===== src/bswc_pkg.sv =====
// Package with register layout and reset values of the bank-switch controller
package bswc_pkg;
  localparam logic [6:0] BSWC_CTRL_ADDR = 7'h29;
  localparam logic [6:0] BSWC_PMS_ADDR = 7'h1D;
  localparam logic [6:0] BSWC_ST1_ADDR = 7'h07;
  localparam int BSWC_CMP_LSB = 12;
  localparam int BSWC_GAP_BIT = 11;
  localparam int BSWC_HBK_BIT = 2;
  localparam int BSWC_DBK_BIT = 1;
  localparam int BSWC_OFF_BIT = 0;
  localparam logic [3:0] BSWC_CMP_RST = 4'hF;
  localparam logic BSWC_GAP_RST = 1'b1;
  localparam logic [15:0] BSWC_CTRL_MASK = 16'hF807;
  localparam logic [15:0] BSWC_PMS_PROT = 16'h0068;
  localparam logic [15:0] BSWC_ST1_PROT = 16'h1000;
  localparam logic [15:0] BSWC_WORD_ZERO = 16'h0000;
  localparam logic [1:0] BSWC_SP_PROG = 2'h0;
  localparam logic [1:0] BSWC_SP_DATA = 2'h1;
  localparam logic [1:0] BSWC_SP_IO = 2'h2;
endpackage : bswc_pkg


===== src/bswc_bank_switch_ctrl.sv =====
// Bank-switch wait logic, bus keeper and bus-off control for external memory
//
// Contract
// [RULE1] A bank crossing within program or data space costs one extra cycle.
// [RULE2] A move from data into program space can cost one wait cycle.
// [RULE3] Bits 15-12 mask the four top address bits; 1111b gives 4K banks.
// [RULE4] Bank sizes from 4K to 64K words follow from the compare mask.
// [RULE5] Bit 11 set adds one cycle between program and data reads.
// [RULE6] Bits 10-3 read zero and ignore writes.
// [RULE7] Bit 2 enables the host-port data keeper and resets to zero.
// [RULE8] Bit 1 enables the external data keeper and resets to zero.
// [RULE9] Bit 0 idles the bus after the current cycle completes.
// [RULE10] While the bus is off, mode and hold bits are write protected.
// [RULE11] The control register sits at data address 0029h.
// [RULE12] Masked upper bits of this and the last access are compared.
`timescale 1ns/100ps
module bswc_bank_switch_ctrl (
  input wire logic ref_clk, // 250 MHz clock
  input wire logic rstn, // Synchronous reset, active low
  input wire logic mmr_wr, // Register write strobe
  input wire logic mmr_rd, // Register read strobe
  input wire logic [6:0] mmr_addr, // Memory-mapped register address
  input wire logic [15:0] mmr_wdata, // Write data
  output logic [15:0] mmr_rdata, // Read data, registered
  output logic mmr_hit, // Address selects this register
  output logic pms_wr_allow, // Processor mode status write allowed
  output logic [15:0] pms_wr_mask, // Writable bits of processor mode status
  output logic [15:0] st1_wr_mask, // Writable bits of status_reg_one
  input wire logic req_valid, // CPU external access request
  input wire logic [15:0] req_addr, // Access address
  input wire logic [1:0] req_space, // Access space code
  input wire logic req_read, // Access is a read
  output logic req_ready, // Access accepted this cycle
  output logic bus_active, // External cycle on the pins
  output logic [15:0] ext_addr, // External address
  output logic ext_read, // External read strobe
  output logic [1:0] ext_space, // External space code
  output logic bus_quiet, // Pins inactive due to bus-off
  output logic data_bus_keeper, // External data keeper enable
  output logic host_port_bus_keeper, // Host-port data keeper enable
  output logic gap_cycle // Inserted wait cycle in progress
);
  typedef enum logic [2:0] {
    BSWC_IDLE = 3'b001,
    BSWC_GAP = 3'b010,
    BSWC_RUN = 3'b100
  } bswc_state_t;

  bswc_state_t state_q;
  logic [3:0] bank_compare_mask_q;
  logic prog_data_read_gap_q;
  logic host_keep_q;
  logic data_keep_q;
  logic ext_bus_off_q;
  logic hist_valid_q;
  logic [3:0] prev_top_q;
  logic [1:0] prev_space_q;
  logic prev_read_q;
  logic [15:0] ext_addr_q;
  logic ext_read_q;
  logic [1:0] ext_space_q;
  logic [15:0] rdata_q;
  logic need_gap;
  logic ctrl_sel;
  logic [15:0] ctrl_word;

  // Read view of the control word; reserved bits forced low
  function automatic logic [15:0] bswc_pack(input logic [3:0] m,
      input logic g, input logic h, input logic d, input logic o);
    logic [15:0] w;
    w = bswc_pkg::BSWC_WORD_ZERO;
    w[bswc_pkg::BSWC_CMP_LSB +: 4] = m;
    w[bswc_pkg::BSWC_GAP_BIT] = g;
    w[bswc_pkg::BSWC_HBK_BIT] = h;
    w[bswc_pkg::BSWC_DBK_BIT] = d;
    w[bswc_pkg::BSWC_OFF_BIT] = o;
    return w & bswc_pkg::BSWC_CTRL_MASK; // [RULE6]
  endfunction : bswc_pack

  assign ctrl_sel = (mmr_addr == bswc_pkg::BSWC_CTRL_ADDR); // [RULE11]
  assign ctrl_word = bswc_pack(bank_compare_mask_q, prog_data_read_gap_q,
    host_keep_q, data_keep_q, ext_bus_off_q);

  // Control register fields; reserved write bits are dropped
  always_ff @(posedge ref_clk) begin
    if (!rstn) begin
      bank_compare_mask_q <= bswc_pkg::BSWC_CMP_RST;
      prog_data_read_gap_q <= bswc_pkg::BSWC_GAP_RST;
      host_keep_q <= 1'b0; // [RULE7]
      data_keep_q <= 1'b0; // [RULE8]
      ext_bus_off_q <= 1'b0;
    end else if (mmr_wr && ctrl_sel) begin
      bank_compare_mask_q <= mmr_wdata[bswc_pkg::BSWC_CMP_LSB +: 4]; // [RULE3]
      prog_data_read_gap_q <= mmr_wdata[bswc_pkg::BSWC_GAP_BIT]; // [RULE5]
      host_keep_q <= mmr_wdata[bswc_pkg::BSWC_HBK_BIT]; // [RULE7]
      data_keep_q <= mmr_wdata[bswc_pkg::BSWC_DBK_BIT]; // [RULE8]
      ext_bus_off_q <= mmr_wdata[bswc_pkg::BSWC_OFF_BIT]; // [RULE9]
    end
  end

  // Registered read data, zero for other addresses
  always_ff @(posedge ref_clk) begin
    if (!rstn) begin
      rdata_q <= bswc_pkg::BSWC_WORD_ZERO;
    end else if (mmr_rd) begin
      rdata_q <= ctrl_sel ? ctrl_word : bswc_pkg::BSWC_WORD_ZERO; // [RULE6]
    end
  end

  assign mmr_rdata = rdata_q;
  assign mmr_hit = ctrl_sel;

  // Mode and hold bits frozen while the external bus is switched off
  assign pms_wr_allow = !ext_bus_off_q;
  assign pms_wr_mask = ext_bus_off_q ? ~bswc_pkg::BSWC_PMS_PROT :
    16'hFFFF; // [RULE10]
  assign st1_wr_mask = ext_bus_off_q ? ~bswc_pkg::BSWC_ST1_PROT :
    16'hFFFF; // [RULE10]

  assign data_bus_keeper = data_keep_q; // [RULE8]
  assign host_port_bus_keeper = host_keep_q; // [RULE7]

  bswc_cross_detect u_detect (
    .cmp_mask(bank_compare_mask_q),
    .gap_en(prog_data_read_gap_q),
    .hist_valid(hist_valid_q),
    .prev_top(prev_top_q),
    .prev_space(prev_space_q),
    .prev_read(prev_read_q),
    .cur_top(req_addr[15:12]),
    .cur_space(req_space),
    .cur_read(req_read),
    .need_gap(need_gap)
  );

  // Access sequencer: a gap cycle precedes any access that needs one.
  // Bus-off only takes effect from IDLE, so a running cycle always ends.
  always_ff @(posedge ref_clk) begin
    if (!rstn) begin
      state_q <= BSWC_IDLE;
    end else begin
      case (state_q)
        BSWC_IDLE: begin
          if (req_valid && !ext_bus_off_q) begin // [RULE9]
            state_q <= need_gap ? BSWC_GAP : BSWC_RUN; // [RULE1] [RULE2]
          end
        end
        BSWC_GAP: begin
          state_q <= BSWC_RUN;
        end
        BSWC_RUN: begin
          state_q <= BSWC_IDLE; // [RULE9]
        end
        default: begin
          state_q <= BSWC_IDLE;
        end
      endcase
    end
  end

  // Latch access on the pins when the cycle starts
  always_ff @(posedge ref_clk) begin
    if (!rstn) begin
      ext_addr_q <= bswc_pkg::BSWC_WORD_ZERO;
      ext_read_q <= 1'b0;
      ext_space_q <= bswc_pkg::BSWC_SP_PROG;
    end else if (state_q == BSWC_IDLE && req_valid && !ext_bus_off_q) begin
      ext_addr_q <= req_addr;
      ext_read_q <= req_read;
      ext_space_q <= req_space;
    end
  end

  // History of the last access, kept for the crossing compare
  always_ff @(posedge ref_clk) begin
    if (!rstn) begin
      hist_valid_q <= 1'b0;
      prev_top_q <= 4'h0;
      prev_space_q <= bswc_pkg::BSWC_SP_PROG;
      prev_read_q <= 1'b0;
    end else if (state_q == BSWC_RUN) begin
      hist_valid_q <= 1'b1;
      prev_top_q <= ext_addr_q[15:12]; // [RULE12]
      prev_space_q <= ext_space_q;
      prev_read_q <= ext_read_q;
    end
  end

  // Request is taken when the run cycle completes
  assign req_ready = (state_q == BSWC_RUN);
  assign bus_active = (state_q == BSWC_RUN);
  assign gap_cycle = (state_q == BSWC_GAP);
  // Bus-off idle zeroes the address and keeps the read strobe low; ext_space keeps its last value
  assign bus_quiet = ext_bus_off_q && (state_q == BSWC_IDLE); // [RULE9]
  assign ext_addr = bus_quiet ? bswc_pkg::BSWC_WORD_ZERO : ext_addr_q;
  assign ext_read = bus_active && ext_read_q;
  assign ext_space = ext_space_q;
endmodule : bswc_bank_switch_ctrl


===== src/bswc_cross_detect.sv =====
// Bank-crossing and read-space-change detector
`timescale 1ns/100ps
module bswc_cross_detect (
  input wire logic [3:0] cmp_mask, // Bank compare mask
  input wire logic gap_en, // Program/data read gap enable
  input wire logic hist_valid, // A previous access is recorded
  input wire logic [3:0] prev_top, // Previous upper address bits
  input wire logic [1:0] prev_space, // Previous access space
  input wire logic prev_read, // Previous access was a read
  input wire logic [3:0] cur_top, // Current upper address bits
  input wire logic [1:0] cur_space, // Current access space
  input wire logic cur_read, // Current access is a read
  output logic need_gap // One idle cycle is owed
);
  logic bank_cross;
  logic read_swap;
  // Masked upper bits disagree within the same program or data space
  assign bank_cross = hist_valid && (prev_space == cur_space) &&
    (cur_space != bswc_pkg::BSWC_SP_IO) &&
    (((prev_top ^ cur_top) & cmp_mask) != 4'h0); // [RULE1] [RULE3] [RULE4] [RULE12]
  // Reads that alternate between program and data space
  assign read_swap = hist_valid && gap_en && prev_read && cur_read &&
    (cur_space != bswc_pkg::BSWC_SP_IO) &&
    (prev_space != bswc_pkg::BSWC_SP_IO) &&
    (prev_space != cur_space); // [RULE2] [RULE5]
  assign need_gap = bank_cross || read_swap;
endmodule : bswc_cross_detect


===== config.mk =====
export PLATFORM = sky130hd
export DESIGN_NAME = bswc_bank_switch_ctrl
export DESIGN_NICKNAME = d
export VERILOG_FILES = /design/src/bswc_pkg.sv /design/src/bswc_bank_switch_ctrl.sv /design/src/bswc_cross_detect.sv
export SDC_FILE = /design/constraint.sdc
export NUM_CORES = 1
export LEC_CHECK = 0
export BUFFER_PORTS_ARGS = -buffer_cell sky130_fd_sc_hd__buf_4
export CAP_MARGIN = 10
export CORE_AREA = 2 2 67 85
export CTS_BUF_LIST = sky130_fd_sc_hd__clkbuf_4 sky130_fd_sc_hd__clkbuf_8
export CTS_CLUSTER_DIAMETER = 150
export DETAILED_ROUTE_END_ITERATION = 12
export DIE_AREA = 0 0 69 87
export PLACE_DENSITY = 0.74
export SYNTH_ARGS = -nofsm -noshare
export SYNTH_HDL_FRONTEND = slang
export SYNTH_SLANG_ARGS = --single-unit

===== constraint.sdc =====
create_clock -name ref_clk -period 4.35 [get_ports ref_clk]
set_input_delay 0.87 -clock ref_clk [delete_from_list [all_inputs] [get_ports ref_clk]]
set_output_delay 0.87 -clock ref_clk [all_outputs]
set_load 0.01 [all_outputs]

Word-level counts from Yosys, hierarchy flattened:

Cells that the tools add are included.

* bits of input ports: 47
* register bits: 54

* mux-type cells: 7
* reductions and logical operators: 18
* bitwise gates (word level): 2
* equality and inequality tests: 9

Operators by type and width (number)
* $mux 16: 2
* $logic_and 1x1->1: 15
* $mux 13: 1
* $eq 7x6->1 const B: 1
* $mux 7: 1
* $mux 3: 2
* $ne 2x2->1 const B: 3
* $pmux 3 s2: 1
* $and 4x4->4: 1
* $reduce_bool 4->1: 1
* $xor 4x4->4: 1
* $eq 3x1->1 const B: 1
* $eq 3x2->1 const B: 1
* $eq 3x3->1 const B: 1
* $eq 2x2->1: 1
* $ne 2x2->1: 1
* $logic_not 1->1: 1
* $logic_or 1x1->1: 1

Longest topological paths before layout:

* depth in word-level cells: 10
* depth in mapped cells: 6

Modules after synthesis:

A second synthesis with hierarchy kept.

* cells, all modules: 274
* area total of the unflattened synthesis: 2396.0 um2

By module, submodules not included
* bswc_bank_switch_ctrl: area each 2292.2 um2, times used 1, sequential area each 920.9 um2, cells an instance 259
* bswc_cross_detect: area each 103.8 um2, times used 1, sequential area each 0.0 um2, cells an instance 15

Least setup slack after synthesis:

OpenSTA, ideal clock, no wires.

* path kind: input-to-output
* start point: input mmr_addr[4]
* end point: output mmr_hit
* arrival time: 1661 ps
* path buffers: 2
* slack: 1819 ps
* stages: 4
* data required time: 3480 ps
* cells stage by stage: nor4bb_1 -> and3_1 -> buf_2 -> buf_4

* cells in the longest elaborated chain, start to end: 1

RTL lines
* start, declared: RTL line bswc_bank_switch_ctrl.sv:22 `input wire logic [6:0] mmr_addr,`
* $eq 7x6->1: RTL line bswc_bank_switch_ctrl.sv:80 `assign ctrl_sel = (mmr_addr == bswc_pkg::BSWC_CTRL_ADDR);`
* end, declared: RTL line bswc_bank_switch_ctrl.sv:25 `output logic mmr_hit,`

Every way passes these cells.

Worst setup path after layout:

Ends and elaborated chain as after synthesis.

==> impl_metrics.py <==
metrics = {
    "run_status": {
        "status": "finished clean",
    },
    "global_routing": {
        "grt.total_usage_pct": 14.9,
        "grt_pass1_wl_mm": 7.29,
        "grt_pass1_vias": 1588,
        "grt_max_degree": 27,
        "antenna_found_initial": 0,
        "grt-ovfl-total": 0,
    },
    "hold_path": {
        "whs_path_depth": 2,
        "hold_class": "register to register",
        "worstHoldEndpoint": "ext_addr_q[10]$_SDFFE_PN0P_",
        "min_from": "ext_addr_q[10]$_SDFFE_PN0P_",
    },
    "yosys": {
        "synth_flop_cell": "dfxtp_1",
        "synthTopCellsByCount": "dfxtp_1, nand2_1, buf_4",
        "avgSynthCellArea_um2": 8.22,
        "ys_top_cells_by_area": "dfxtp_1, buf_4, nand2_1, a21oi_1, nor2b_1",
        "ys_seq_elements": 46,
        "ys_warn_count": 0,
        "synth_cell_types": 29,
        "yosysTopAreaCellShare_pct": 40.9,
        "async_flop_share_pct": 0,
        "synth-seq-area-share_pct": 40.9,
        "synth.cell_area_um2": 2250,
        "synth_edf_count": 0,
        "yosys.area.top_type": "dfxtp_1",
        "syn_inst": 274,
    },
    "sta": {
        "relSlewSlack_pct": 31.5,
        "slew_viol_final": 0,
        "finalSetupViolations": 0,
        "fmax_ghz": 0.333,
        "fin_crit_ns": 3.00,
        "setup_tns_ns": 0,
        "fin_crit_sh_pct": 69.0,
        "tightest_slew_ns": 1.02,
        "rsz0062_at_grt": "no",
        "fin_skew_ns": 0.00969,
        "finalHoldViolCount": 0,
    },
    "placement": {
        "dp.cells": 397,
        "io_buffers": 77,
        "place_congestion": 0.729,
        "dp_hpwl_mm": 3.39,
    },
    "setup_path": {
        "path_buf_inv": 2,
        "worstPathCellList": "buf_4 -> nor4bb_1 -> and3_1 -> buf_4",
        "critPathRequiredTime_ns": 3.48,
        "worst_r2r_startpoint": "state_q[2]$_SDFFE_PN0P_",
        "cp-start-kind": "input port",
        "r2r_setup_slack_ns": 2.64,
        "cp_max_fo": 17,
        "arrival_ns": 2.13,
        "worstSetupPathType": "input port to primary output",
        "cp_top_family": "simple AND/OR/NAND/NOR gates",
        "crit_top_cell": "buf_4",
        "endpoint_kind": "primary output",
        "r2r_end": "prev_top_q[3]$_SDFFE_PN0P_",
        "cp_slowest_cell": "and3_1",
        "rr_worst_depth": 3,
        "max_stage_delay_ns": 0.60,
    },
    "cells_and_area": {
        "nets": 387,
        "stdcell_count": 405,
        "num-fill-cells": 532,
        "num_antenna_cells": 0,
        "syn2layout_area_growth_pct": 24.3,
        "layout-drive-gt1-share_pct": 27.3,
    },
    "clocking": {
        "cts_tree": "built",
        "htreeDepth": 2,
        "cts-root-buf": "clkbuf_8",
        "clockBufferDepth": 2,
        "clkSinkCount": 46,
        "cts_setup_buffers": 0,
        "cts.clk_slew.worst_paths_ns": 0.08,
        "cts_buffers": 5,
        "postCtsHoldBufs": 0,
        "ctsResizeCount": 0,
        "clk_latency_ns": 0.29,
    },
    "die": {
        "die-height_um": 87,
        "die_x_um": 69,
        "rows": 30,
        "dieArea_um2": 6000,
        "ios": 122,
        "coreArea_um2": 5260,
        "initial_utilization_pct": 42.9,
    },
    "drt": {
        "routed_via_density": 4.70,
        "drt_iter0_markers": 84,
        "vias": 1904,
        "firstDrtPassIters": 4,
        "wirelength_mm": 4.65,
        "drtAntennaViolNets": 0,
        "wire_per_inst_um": 11.5,
        "drc": 0,
    },
    "flow_run": {
        "drv_cap": 0,
    },
    "pwr": {
        "p_per_area_nw_per_um2": 315,
        "vdd_drop_max_uv": 260,
        "leakagePower_uw": 0.00130,
    },
}
## worst max path at each step
stage	to	from	cells past startpoint	slack [ns]
after floorplan	mmr_hit	mmr_addr[4]	4	1.82
after global placement	mmr_hit	mmr_addr[4]	4	1.36
after detailed placement	mmr_hit	mmr_addr[4]	4	1.35
after CTS	mmr_hit	mmr_addr[4]	4	1.36
after global routing	mmr_hit	mmr_addr[4]	4	1.29
final	mmr_hit	mmr_addr[4]	4	1.35
## per-stage QoR
step	setup WS [ns]	util, %	hold WS [ns]	cell area [µm²]	total power (µW)
final	1.35	53.3	0.452	2800	881
after global routing	1.29	53.3	0.479	2800	920
after global placement	1.36	51.1	0.438	2690	573
after floorplan	1.82	-	0.432	2380	544
after detailed placement	1.35	51.1	0.442	2690	575
after CTS	1.36	53.3	0.454	2800	889
## logic make-up after synthesis
group / after synthesis / share of synthesized area [%]
other cells: 2 / 0.333
xor+xnor: 6 / 2.33
flops: 46 / 40.9
mux: 7 / 3.11
buf+inv: 57 / 17.0
simple gates: 120 / 27.8
compound gates: 36 / 8.50
## power by group
part | total (µW) | internal, µW | switching (µW)
clock network | 317 | 184 | 133
logic | 121 | 57.1 | 64.4
registers | 442 | 434 | 8.15
total | 881 | 676 | 205
## area by class of cell
type / count / area, µm² / share of cell area [%]
Clock inverter: 1 / 30.0 / 1.07
Multi-Input combinational cell: 205 / 1080 / 38.6
Clock buffer: 7 / 83.8 / 2.99
Tap cell: 64 / 80.1 / 2.86
Inverter: 3 / 11.3 / 0.402
Sequential cell: 46 / 921 / 32.9
Timing Repair Buffer: 79 / 593 / 21.2
## tightest hold or removal path, stage by stage, from the launching register on
cell,delay (ns)
dfxtp_1,0.31
nand2_1,0.05
a21oi_1,0.05
## routing by layer
metal	share of wire (%)	vias up	track usage (%)	routed length (µm)
met5	0	-	0	0
met4	1.5	0	5.88	72
met3	6.9	6	3.59	323
met2	52	77	26.7	2410
met1	40	873	17.0	1840
li1	-	948	-	-
## flip-flops by register name (all words and copies together) (netlist names)
signal / cells
data_bus_keeper: 1
host_port_bus_keeper: 1
prev_top_q: 4
prog_data_read_gap_q: 1
prev_read_q: 1
mmr_rdata: 8
state_q: 3
ext_addr_q: 16
ext_read_q: 1
bank_compare_mask_q: 4
hist_valid_q: 1
prev_space_q: 2
ext_space: 2
ext_bus_off_q: 1
## layout by cell type, fill, tap and decap left out, types with 2 or more instances in the layout
cell type	instances
a21oi_1	30
a22oi_1	2
and3_1	2
buf_4	79
clkbuf_4	2
clkbuf_8	5
conb_1	36
dfxtp_1	46
inv_1	3
mux2i_1	7
nand2_1	46
nand2b_1	9
nand3_1	22
nor2_1	13
nor2b_1	18
o21ai_0	2
xor2_1	6
Power figures use the tool's default switching activity.
